**src/hdl/pcs_pkg.sv**
```systemverilog
/*
 Package for the PC Card socket control block: cycle kinds, battery states,
 request and status carriers, strobe timing counts.
 Assumes a single 40 MHz system clock.
*/
package pcs_pkg;
    // Clock and strobe timing
    localparam int CLK_PERIOD_NS = 25;
    localparam int STROBE_NS = 165;
    localparam int STROBE_CYC = (STROBE_NS + CLK_PERIOD_NS - 1) / CLK_PERIOD_NS;
    localparam int SETUP_NS = 70;
    localparam int SETUP_CYC = (SETUP_NS + CLK_PERIOD_NS - 1) / CLK_PERIOD_NS;
    localparam int CNT_W = 4;
    localparam logic [CNT_W-1:0] STROBE_CNT = CNT_W'(STROBE_CYC);
    localparam logic [CNT_W-1:0] SETUP_CNT = CNT_W'(SETUP_CYC);

    // Battery condition codes
    typedef enum logic [1:0] {
        PCS_BATT_GOOD = 2'h0,
        PCS_BATT_WEAK = 2'h1,
        PCS_BATT_DEAD = 2'h2
    } pcs_batt_t;

    // Kind of card cycle requested by the host side
    typedef enum logic [1:0] {
        PCS_CYC_IO_RD = 2'h0,
        PCS_CYC_IO_WR = 2'h1,
        PCS_CYC_DMA_TO_HOST = 2'h2,
        PCS_CYC_DMA_TO_CARD = 2'h3
    } pcs_cyc_t;

    // Host request: kind and which bytes are wanted
    typedef struct packed {
        pcs_cyc_t kind;
        logic even_byte;
        logic odd_byte;
    } pcs_req_t;

    // Socket status seen by software
    typedef struct packed {
        logic card_inserted;
        logic card_present_a;
        logic card_present_b;
        pcs_batt_t batt;
    } pcs_status_t;

    // Reset values of the socket strobes (all deasserted high)
    localparam logic STROBE_IDLE = 1'h1;
endpackage

```
**src/hdl/pcs_status.sv**
```systemverilog
/*
 Socket status tracker: decodes battery lines and card detect, raises a
 status-change pulse on enabled battery changes.
 Assumes socket inputs already synchronous to clk_sys_i.
*/
`timescale 1ns/1ps
module pcs_status
    import pcs_pkg::*;
(
    // Clock and reset
    input wire logic clk_sys_i,
    input wire logic rst_i,
    // Socket pins
    input wire logic battery_detect_a_i,
    input wire logic battery_detect_b_i,
    input wire logic card_present_a_i,
    input wire logic card_present_b_i,
    // Control
    input wire logic batt_dead_chg_en_i,
    input wire logic batt_weak_chg_en_i,
    // Results
    output pcs_status_t status_o,
    output logic status_chg_o
);
    pcs_batt_t next_batt;

    // Battery decode: line a low means dead, else line b low means weak
    always_comb begin
        if (!battery_detect_a_i) begin
            next_batt = PCS_BATT_DEAD; // see [RULE1]
        end else if (!battery_detect_b_i) begin
            next_batt = PCS_BATT_WEAK; // see [RULE1]
        end else begin
            next_batt = PCS_BATT_GOOD;
        end
    end

    // Registered status; both detects low means a card is seated
    always_ff @(posedge clk_sys_i) begin
        if (rst_i) begin
            status_o <= '0;
        end else begin
            status_o.card_inserted <= !card_present_a_i && !card_present_b_i; // see [RULE3]
            status_o.card_present_a <= card_present_a_i; // see [RULE3]
            status_o.card_present_b <= card_present_b_i;
            status_o.batt <= next_batt;
        end
    end

    // Change pulse, gated per battery condition by the enable bits
    always_ff @(posedge clk_sys_i) begin
        if (rst_i) begin
            status_chg_o <= 1'b0;
        end else begin
            status_chg_o <= (batt_dead_chg_en_i &&
                             ((next_batt == PCS_BATT_DEAD) != (status_o.batt == PCS_BATT_DEAD)))
                         || (batt_weak_chg_en_i &&
                             ((next_batt == PCS_BATT_WEAK) != (status_o.batt == PCS_BATT_WEAK)));
            // see [RULE2]
        end
    end
endmodule

```
**src/hdl/pcs_socket_ctrl.sv**
```systemverilog
/*
 Socket control for a 16-bit PC Card: byte selects, I/O read and write
 strobes, input acknowledge and DMA reuse of those lines, plus status.

 Each host request runs one card cycle in three phases. Setup drives the
 byte selects low ahead of the strobe so the card can decode the access.
 The strobe phase holds the read or write line low. Hold lets the byte
 selects return high one cycle after the strobe, so the card never sees a
 select released under an active strobe.

 Cycle kinds:
  - I/O read and card-to-host DMA use the read line.
  - I/O write and host-to-card DMA use the write line.
 The card's acknowledge line is watched under the read strobe. In DMA
 mode it is passed on as a DMA request instead of a read acknowledge.

 Requests are taken only from idle and only with a card seated. A request
 raised with no card is simply never taken, and the lines stay high.
 req_ready_o is high exactly while the sequencer is idle, except in reset and the
 first cycle after it, so a host that waits for it with a card seated never
 loses a request. done_o pulses for one cycle as the
 sequencer returns to idle, and a new request may be taken in that cycle.

 Every socket line and handshake output comes from a flip-flop, so the
 pins do not glitch while the sequencer changes phase.

 Limitations: there is no wait-state input, so the card must meet the
 fixed setup and strobe counts of the package. Pulling a card in mid
 cycle does not abort the cycle; it runs to its end on fixed counts.

 Assumes one 40 MHz clock, a synchronous active-high reset, and socket
 inputs already synchronous to the clock.
*/
// Function
// [RULE1] Decode the two battery lines into good, weak or dead.
// [RULE2] Software enable bits gate battery changes onto a status-change pulse.
// [RULE3] Both card detects low means card inserted; report both levels.
// [RULE4] First byte select picks even bytes, second picks odd bytes.
// [RULE5] Card asserts input acknowledge only when it answers the current read.
// [RULE6] A DMA card may use input acknowledge as its DMA request.
// [RULE7] Assert the I/O read strobe during host I/O reads.
// [RULE8] Assert I/O read as the write strobe for card-to-host DMA.
// [RULE9] Drive the I/O write strobe low during host I/O writes.
// [RULE10] Assert I/O write as the strobe for host-to-card DMA.
// [RULE11] Input acknowledge is DMA request only while card DMA is configured.
// [RULE12] Hold byte selects and strobes high when no cycle is running.
`timescale 1ns/1ps
module pcs_socket_ctrl
    import pcs_pkg::*;
(
    // Clock and reset
    input wire logic clk_sys_i,
    input wire logic rst_i,
    // Host request side
    input wire logic req_valid_i,
    input pcs_req_t req_i,
    input wire logic dma_mode_i,
    output logic req_ready_o,
    output logic done_o,
    output logic input_ack_seen_o,
    output logic dma_request_o,
    // Status and enables
    input wire logic batt_dead_chg_en_i,
    input wire logic batt_weak_chg_en_i,
    output pcs_status_t status_o,
    output logic status_chg_o,
    // Socket pins
    input wire logic battery_detect_a_i,
    input wire logic battery_detect_b_i,
    input wire logic card_present_a_i,
    input wire logic card_present_b_i,
    input wire logic input_ack_n_i,
    output logic even_byte_sel_n_o,
    output logic odd_byte_sel_n_o,
    output logic io_read_strobe_n_o,
    output logic io_write_strobe_n_o
);
    // Sequencer phases; cnt times setup and strobe in clock cycles
    typedef enum logic [1:0] {
        PCS_IDLE,
        PCS_SETUP,
        PCS_STROBE,
        PCS_HOLD
    } pcs_state_t;

    // Sequencer state, the request in flight and the phase counter
    pcs_state_t state;
    pcs_req_t cur; // Latched at take so the host may drop its request
    logic [CNT_W-1:0] cnt;

    // Request taken this cycle: idle, request up and a card seated
    logic take;
    assign take = (state == PCS_IDLE) && req_valid_i && status_o.card_inserted;

    // True when the request moves data card-to-host on the read line
    function automatic logic uses_read_line(input pcs_cyc_t k);
        return (k == PCS_CYC_IO_RD) || (k == PCS_CYC_DMA_TO_HOST);
    endfunction

    // Status decode
    pcs_status u_status (
        .clk_sys_i(clk_sys_i),
        .rst_i(rst_i),
        .battery_detect_a_i(battery_detect_a_i),
        .battery_detect_b_i(battery_detect_b_i),
        .card_present_a_i(card_present_a_i),
        .card_present_b_i(card_present_b_i),
        .batt_dead_chg_en_i(batt_dead_chg_en_i),
        .batt_weak_chg_en_i(batt_weak_chg_en_i),
        .status_o(status_o),
        .status_chg_o(status_chg_o)
    );

    // Cycle sequencer: setup, strobe, hold, back to idle
    always_ff @(posedge clk_sys_i) begin
        if (rst_i) begin
            state <= PCS_IDLE;
            cur <= '0;
            cnt <= '0;
        end else begin
            unique case (state)
                PCS_IDLE: begin
                    if (take) begin
                        cur <= req_i;
                        cnt <= SETUP_CNT;
                        state <= PCS_SETUP;
                    end
                end
                PCS_SETUP: begin
                    if (cnt <= CNT_W'(1)) begin
                        cnt <= STROBE_CNT;
                        state <= PCS_STROBE;
                    end else begin
                        cnt <= cnt - CNT_W'(1);
                    end
                end
                PCS_STROBE: begin
                    if (cnt <= CNT_W'(1)) begin
                        state <= PCS_HOLD;
                    end else begin
                        cnt <= cnt - CNT_W'(1);
                    end
                end
                PCS_HOLD: begin
                    state <= PCS_IDLE;
                end
            endcase
        end
    end

    // Byte selects span setup, strobe and hold; idle keeps them high
    always_ff @(posedge clk_sys_i) begin
        if (rst_i || state == PCS_HOLD) begin
            even_byte_sel_n_o <= STROBE_IDLE; // see [RULE12]
            odd_byte_sel_n_o <= STROBE_IDLE;
        end else if (take) begin
            even_byte_sel_n_o <= !req_i.even_byte; // see [RULE4]
            odd_byte_sel_n_o <= !req_i.odd_byte; // see [RULE4]
        end
    end

    // Read and write strobes, low only during the strobe phase
    always_ff @(posedge clk_sys_i) begin
        if (rst_i) begin
            io_read_strobe_n_o <= STROBE_IDLE;
            io_write_strobe_n_o <= STROBE_IDLE;
        end else if (state == PCS_SETUP && cnt <= CNT_W'(1)) begin
            io_read_strobe_n_o <= !uses_read_line(cur.kind); // see [RULE7] see [RULE8]
            io_write_strobe_n_o <= uses_read_line(cur.kind); // see [RULE9] see [RULE10]
        end else if (state == PCS_STROBE && cnt <= CNT_W'(1)) begin
            io_read_strobe_n_o <= STROBE_IDLE; // see [RULE12]
            io_write_strobe_n_o <= STROBE_IDLE;
        end
    end

    // DMA request: the acknowledge line means a DMA request only in DMA mode.
    // It is passed on one cycle late, whatever phase the sequencer is in.
    always_ff @(posedge clk_sys_i) begin
        if (rst_i) begin
            dma_request_o <= 1'b0;
        end else begin
            dma_request_o <= dma_mode_i && !input_ack_n_i; // see [RULE11] see [RULE6]
        end
    end

    // Read acknowledge: cleared in setup, set when the card answers under the
    // read strobe of an I/O read; it stands until the next cycle's setup.
    always_ff @(posedge clk_sys_i) begin
        if (rst_i) begin
            input_ack_seen_o <= 1'b0;
        end else if (state == PCS_SETUP) begin
            input_ack_seen_o <= 1'b0;
        end else if (!dma_mode_i && state == PCS_STROBE && cur.kind == PCS_CYC_IO_RD
                     && !input_ack_n_i) begin
            input_ack_seen_o <= 1'b1; // see [RULE11] see [RULE5]
        end
    end

    // Ready: high exactly in the cycles the sequencer sits in idle, except in reset and the first cycle after it, so the
    // cycle that leaves hold already shows ready together with done.
    always_ff @(posedge clk_sys_i) begin
        if (rst_i) begin
            req_ready_o <= 1'b0;
        end else begin
            req_ready_o <= (state == PCS_HOLD) || (state == PCS_IDLE && !take);
        end
    end

    // Done: one-cycle pulse as the sequencer leaves hold
    // and the byte selects return high.
    always_ff @(posedge clk_sys_i) begin
        if (rst_i) begin
            done_o <= 1'b0;
        end else begin
            done_o <= (state == PCS_HOLD);
        end
    end
endmodule

```
**config.mk**
```make
export PLATFORM = sky130hd
export DESIGN_NAME = pcs_socket_ctrl
export DESIGN_NICKNAME = d
export VERILOG_FILES = /design/src/hdl/pcs_pkg.sv /design/src/hdl/pcs_status.sv /design/src/hdl/pcs_socket_ctrl.sv
export SDC_FILE = /design/constraint.sdc
export NUM_CORES = 1
export LEC_CHECK = 0
export BUFFER_PORTS_ARGS = -buffer_cell sky130_fd_sc_hd__buf_2
export CAP_MARGIN = 25
export CORE_MARGIN = 10
export CORE_UTILIZATION = 45
export CTS_BUF_LIST = sky130_fd_sc_hd__clkbuf_8
export DETAILED_ROUTE_END_ITERATION = 12
export PLACE_DENSITY = 0.83
export SETUP_SLACK_MARGIN = 0.1
export SLEW_MARGIN = 20
export SYNTH_ARGS = -nofsm -noshare
export SYNTH_HDL_FRONTEND = slang
export SYNTH_HIERARCHICAL = 1
export SYNTH_SLANG_ARGS = --single-unit
```
**constraint.sdc**
```tcl
create_clock -name clk_sys_i -period 1.34 [get_ports clk_sys_i]
set_input_delay 0.201 -clock clk_sys_i [delete_from_list [all_inputs] [get_ports clk_sys_i]]
set_output_delay 0.201 -clock clk_sys_i [all_outputs]
set_load 0.005 [all_outputs]
```
==> metrics.md, run 1 <==
| Metric | Value |
|---|---|
| Mapped Area | 1030 um^2 |
| Clock sinks | 22 |
| CTS tree | done |
| Largest net degree at the start of global routing | 24 |
| Later-pin clock latency in the skew report | 260 ps |
| VDD IR max | roughly 1.3 mV |
| Clk buf depth | 2 |
| Req. time, crit path | 1490 ps |
| Seq cells post-synth | 22 |
| Total GRT Usage | 12.9% |
| Post-synth cell types | 33 |
| Syn_area_per_cell | 9.44 um^2 |
| Sequential element share of the synthesized area | 42.8% |
| Post-DP Area | 1360 um^2 |
| Unrepaired setup endpoints after global routing | yes |
| Gpl congestion | 0.870 |
| Synthesized instance count | 109 |
| WHS | 99.3 ps |
| Worst Skew | 4.39 ps |
| Max FO, Critical Path | 4 |
| Syn_nets | between 100 and 150 |
| Core ar. | roughly 2200 um^2 |
| Static Leakage | 0.651 nW |
| Maxcap violations | 0 |
| Commonest cells in the netlist | 22 x dfxtp_1, 11 x nor2_1, 7 x nor3_1 |
| Maximum clock frequency | 0.695 GHz |
| First-pass GRT wire length | 4650 um |
| Max-slew headroom | 71.9% |
| Final WL | about 2900 um |
| Clock-pin transition on the worst setup and hold timing paths | about 80 ps |
| Layout cell share with drive strength beyond 1 | between 50% and 60% |
| Die height | 67.8 um |
| Synth top area cells | dfxtp_1 43%, ha_1 7.3%, nor2_1 4.0% |
| DRT Pass-1 Iters | 4 |
| Hold buffer count at cts | 0 |
| Gr ovfl total | 0 |
| Post-synth EDFFs | 0 |
| DRT iter0 DRCs | 40 |
| Dominant synthesized flop cell | dfxtp_1 |
| Violated checks | setup timing |
| DP HPWL | 1960 um |
| Antenna violations before repair | 0 |
| Std-Cell Rows | 17 |
| Syn. warnings | 6 |
| Hold Vio Cnt, Final | 0 |
| Die ar. | 4600 um^2 |
| Status | complete, but fails checks |
| Via count | 982 |
| Final setup margin | -98.8 ps |
| CP startpoint kind | flop |
| Actual slew at the worst max-slew pin | 421 ps |
| Final instance area | 1580 um^2 |
| Antenna diode count | 0 |
| Detailed-route DRC error count | 0 |
| Crit end category | flop |
| Top-area cell type share of the netlist area | 42.8% |
| Top Ports | 29 |
| Vias in the first global route | roughly 1000 |
| Total power | around 3.3 mW |
| IO buf count | 28 |
| Root buf cell | clkbuf_8 |
| Pre-CTS WS | -139 ps |
| Final nets | 176 |
| Drt wl/cell | 16.0 um |
| Worst min-delay path class | in2reg |
| Pwr/cell area | 2100 nW/um^2 |
| Crit path kind | reg2reg |
| Setup Viol. Count Final | 7 |
| Max Slew Vio Count | 0 |
| Leading area contributor after synthesis | dfxtp_1 |
| Initial core utilization | 46.9% |
| H-tree depth | 1 |
| Num CTS Buffers | 3 |
| Area growth syn-to-layout | 53.4% |
| Crit share post-route | 107% |
| Routed vias/inst | 5.40 |
| FFs w/ async S/R, synth | 0% |
| Top-count cell post-synth | dfxtp_1 |
| Worst Path Arrival | 1590 ps |
| Flop-to-flop setup slack | -100 ps |
| Die X | a little under 70 um |
| Post-route minimum period | 1440 ps |
| Antenna-violating nets left | 0 |
| Final TNS setup | -423 ps |
-- path summary, 6_finish.rpt --
| check | from | endpoint | cells past startpoint |
|---|---|---|---|
| min | card_present_b_i | u_status/status_o[4] | 2 |
| max reg2reg | state[0] | cnt[3] | 6 |
| max | state[0] | cnt[3] | 6 |
| min reg2reg | io_read_strobe_n_o | io_read_strobe_n_o | 2 |
-- repair_timing --
item | in CTS | in global routing
resized for setup | 11 | 12
pin swaps | 6 | 8
setup endpoints to repair | 11 | 12
setup buffers | 3 | 0
-- layer usage --
| metal | vias up | routed length [um] | global-route usage [%] |
|---|---|---|---|
| met5 | - | 0 | 0 |
| met4 | 0 | 59 | 6.03 |
| met3 | 8 | 211 | 4.30 |
| met2 | 34 | 1440 | 21.1 |
| met1 | 460 | 1210 | 15.0 |
| li1 | 480 | - | - |
-- cell type report --
type / count / area, um^2
Fill cell: 145 / 613
Clock buffer: 3 / 41.3
Multi-Input combinational cell: 80 / 729
Inverter: 6 / 27.5
Tap cell: 28 / 35.0
Clock inverter: 1 / 30.0
Timing Repair Buffer: 42 / 262
Sequential cell: 22 / 453
-- flip-flops by register name (all words and copies together), names as in the netlist --
name,flops
u_status/status_o,5
cnt,4
cur,2
state,2
dma_request_o,1
done_o,1
even_byte_sel_n_o,1
input_ack_seen_o,1
io_read_strobe_n_o,1
io_write_strobe_n_o,1
odd_byte_sel_n_o,1
req_ready_o,1
u_status/status_chg_o,1
-- cell families (layout without fill, tap and decap cells) --
group / count (synthesis) / in the layout / synth area share, %
simple gates: 49 / 49 / 27.4
flops: 22 / 22 / 42.8
compound gates: 20 / 20 / 15.5
buf+inv: 7 / 52 / 2.55
fa+ha+maj: 6 / 6 / 7.30
xor+xnor: 3 / 3 / 2.56
mux: 2 / 2 / 1.95
-- power by group --
part | switching (mW) | leakage, nW | total (mW) | internal (mW)
clock network | 0.217 | 0.0357 | 0.616 | 0.399
logic | 0.880 | 0.433 | 1.82 | 0.939
registers | 0.0957 | 0.183 | 0.872 | 0.777
-- worst max-delay path: stages (launching register included) --
cell and delay [ps]:
dfxtp_4 380, inv_2 60, ha_4 170, a21boi_4 140, or2_4 270, a311oi_2 240, o21ai_1 80
-- cells in the final DEF (no fill, tap or decap), drive strengths merged --
| master | netlist | routed |
|---|---|---|
| o32ai | 2 | 2 |
| a311oi | 1 | 1 |
| o32a | 1 | 1 |
| nand2 | 5 | 5 |
| nor4 | 4 | 4 |
| o211ai | 3 | 3 |
| or2b | 1 | 1 |
| bufinv | 0 | 1 |
| buf | 0 | 42 |
| o2bb2ai | 2 | 2 |
| nor3b | 3 | 3 |
| inv | 6 | 6 |
| and3b | 2 | 2 |
| nand2b | 6 | 6 |
| o21ai | 4 | 4 |
| dfxtp | 22 | 22 |
| nor2 | 12 | 12 |
| nor2b | 3 | 3 |
| xor2 | 1 | 1 |
| ha | 6 | 6 |
| a21boi | 1 | 1 |
| nand4 | 1 | 1 |
| nand3b | 1 | 1 |
| or3 | 1 | 1 |
| mux2i | 2 | 2 |
| nor3 | 7 | 7 |
| nand3 | 2 | 2 |
| clkbuf | 1 | 3 |
| or2 | 1 | 1 |
| a21oi | 6 | 6 |
| xnor2 | 2 | 2 |
-- metrics by stage --
step / utilization (%) / cells
final: 72.0 / 182
after global routing: 72.0 / 182
after CTS: 69.1 / 182
after detailed placement: 62.0 / 175
after global placement: 62.0 / 175
after floorplan: - / 109
Note: power is estimated with default switching activity, not from simulation.
==> run 2: changes to the inputs <==
CELL_PAD_IN_SITES_DETAIL_PLACEMENT = 1   (was unset)
CELL_PAD_IN_SITES_GLOBAL_PLACEMENT = 2   (was unset)
CORE_UTILIZATION = 28   (was 45)
PLACE_DENSITY = 0.86   (was 0.83)
==> metrics.md, run 2 (synthesis results as in run 1) <==
| Metric | Value |
|---|---|
| Hold Vio Cnt, Final | 0 (unchanged) |
| Core ar. | 3440 um^2 (was 2190 um^2) |
| Max FFs per register | 5 (unchanged) |
| Worst Path Arrival | 1630 ps (was 1590 ps) |
| Largest regs | u_status/status_o x5, cnt x4 (unchanged) |
| Clk buf depth | 2 (unchanged) |
| DRT Pass-1 Iters | 4 (unchanged) |
| IO buf count | 28 (unchanged) |
| Clock-pin transition on the worst setup and hold timing paths | 80 ps (about the same) |
| Gpl congestion | 0.852 (was 0.870) |
| Static Leakage | 0.674 nW (was 0.651 nW) |
| Final nets | 179 (was 176) |
| H-tree depth | 1 (unchanged) |
| Top Ports | 29 (unchanged) |
| CTS tree | done (unchanged) |
| Worst Skew | 2.88 ps (was 4.39 ps) |
| Actual slew at the worst max-slew pin | 374 ps (was 421 ps) |
| R2r startpoint | state[0] (unchanged) |
| Die X | 80.6 um (was 67.8 um) |
| Detailed-route DRC error count | 0 (unchanged) |
| DP HPWL | 2290 um (was 1960 um) |
| Pwr/cell area | 2120 nW/um^2 (was 2100 nW/um^2) |
| Maximum clock frequency | 0.675 GHz (was 0.695 GHz) |
| Drt wl/cell | 16.6 um (was 16.0 um) |
| Final WL | 3370 um (was 2910 um) |
| Crit path kind | reg2reg (unchanged) |
| Violated checks | setup timing (unchanged) |
| FF-to-FF End | cnt[0] (was cnt[3]) |
| Final TNS setup | -564 ps (was -423 ps) |
| Via count | 980 (was 982) |
| CP startpoint kind | flop (unchanged) |
| Gr ovfl total | 0 (unchanged) |
| Largest Register | u_status/status_o (unchanged) |
| Post-route minimum period | 1480 ps (was 1440 ps) |
| Area growth syn-to-layout | 62.3% (was 53.4%) |
| Unrepaired setup endpoints after global routing | yes (unchanged) |
| Crit end category | flop (unchanged) |
| Max Slew Vio Count | 0 (unchanged) |
| Vias in the first global route | 1100 (was 1009) |
| Flop-to-flop setup slack | -140 ps (was -100 ps) |
| Die height | 80.6 um (was 67.8 um) |
| Root buf cell | clkbuf_8 (unchanged) |
| Most common library cell in the layout ignoring fill and taps | buf_2 (unchanged) |
| Max FO, Critical Path | 4 (unchanged) |
| Total GRT Usage | 10.5% (was 12.9%) |
| Antenna diode count | 0 (unchanged) |
| Later-pin clock latency in the skew report | 260 ps (about the same) |
| Setup Viol. Count Final | 8 (was 7) |
| Layout cell share with drive strength beyond 1 | 56.7% (was 51.3%) |
| Std-Cell Rows | 21 (was 17) |
| DRT iter0 DRCs | 46 (was 40) |
| Maxcap violations | 0 (unchanged) |
| Num CTS Buffers | 3 (unchanged) |
| Largest net degree at the start of global routing | 17 (was 24) |
| Crit share post-route | 111% (was 107%) |
| Final setup margin | -143 ps (was -98.8 ps) |
| Most frequent cells in the layout | 28 x buf_2, 18 x dfxtp_1, 13 x buf_4 (was 28 x buf_2, 18 x dfxtp_1, 12 x buf_4) |
| WHS Endpoint | u_status/status_o[4] (unchanged) |
| Post-Route Utilization | 48.5% (was 72.0%) |
| Routed vias/inst | 4.83 (was 5.40) |
| VDD IR max | 0.726 mV (was 1.30 mV) |
| Req. time, crit path | 1490 ps (about the same) |
| Initial core utilization | 29.9% (was 46.9%) |
| Clock sinks | 22 (unchanged) |
| Max-slew headroom | 74.9% (was 71.9%) |
| Hold Crit Depth | 2 (unchanged) |
| Hold buffer count at cts | 0 (unchanged) |
| Antenna-violating nets left | 0 (unchanged) |
| Hold_sp | card_present_a_i (was card_present_b_i) |
| Worst min-delay path class | in2reg (unchanged) |
| First-pass GRT wire length | 5430 um (was 4650 um) |
| Die ar. | 6500 um^2 (was 4600 um^2) |
| Status | complete, but fails checks (unchanged) |
| Antenna violations before repair | 0 (unchanged) |
| Worst reg2reg path depth | 6 (unchanged) |
## run 2: cell count changes in the layout (fill, tap and decap cells not counted), sizes merged
cell | before | now
buf | 42 | 45
## run 2: layout make-up
| class | count | area (um^2) |
|---|---|---|
| timing repair buffer | 45 | 283 |
| sequential | 22 | 453 |
| tap | 46 | 57.6 |
| clock buffer | 3 | 41.3 |
| clock inverter | 1 | 30.0 |
| inverter | 6 | 32.5 |
| fill | 404 | 1770 |
| multi-input combinational | 80 | 772 |
## run 2: power breakdown
group / switching (mW) / internal (mW) / total (mW)
Clock: 0.228 / 0.399 / 0.628
Sequential: 0.110 / 0.777 / 0.887
Combinational: 0.995 / 1.03 / 2.02
## run 2: timing repair
item | CTS | global route
gates resized for setup | 28 | 10
endpoints found under the setup margin | 12 | 11
setup buffers | 4 | 2
pin swaps | 13 | 12
## run 2: worst max path at each step
stage	startpoint	endpoint	slack, ps	depth (start not counted)
2_1_floorplan	state[1]	cnt[1]	-60	6
3_3_place_gp	state[0]	cnt[1]	-110	6
3_5_place_dp	state[0]	cnt[0]	-140	6
4_1_cts	cnt[1]	cnt[3]	-110	6
5_1_grt	state[0]	cnt[1]	-180	6
6_report	state[0]	cnt[0]	-140	6
## run 2: stage by stage
step	area, um^2	cells	worst slack [ps]	hold WS (ps)	power (mW)
2_1_floorplan	1100	109	-61.2	268	1.78
3_3_place_gp	1390	194	-108	378	2.22
3_5_place_dp	1390	194	-141	380	2.27
4_1_cts	1610	202	-109	93.9	3.35
5_1_grt	1670	203	-184	101	3.75
6_report	1670	203	-143	96.0	3.54
## run 2: worst max-delay path, cell delays in order, from the launching register on
cell,delay (ps)
dfxtp_4,390
inv_4,50
ha_4,160
a21boi_4,140
or2_4,270
nor4_4,270
nor3_1,80
## run 2: per-layer routing
| layer | GRT usage [%] | share of wire, % | up-vias |
|---|---|---|---|
| li1 | - | - | 480 |
| met1 | 11.4 | 41 | 476 |
| met2 | 18.7 | 52 | 20 |
| met3 | 2.12 | 5.3 | 4 |
| met4 | 5.28 | 1.7 | 0 |
| met5 | 0 | 0 | - |
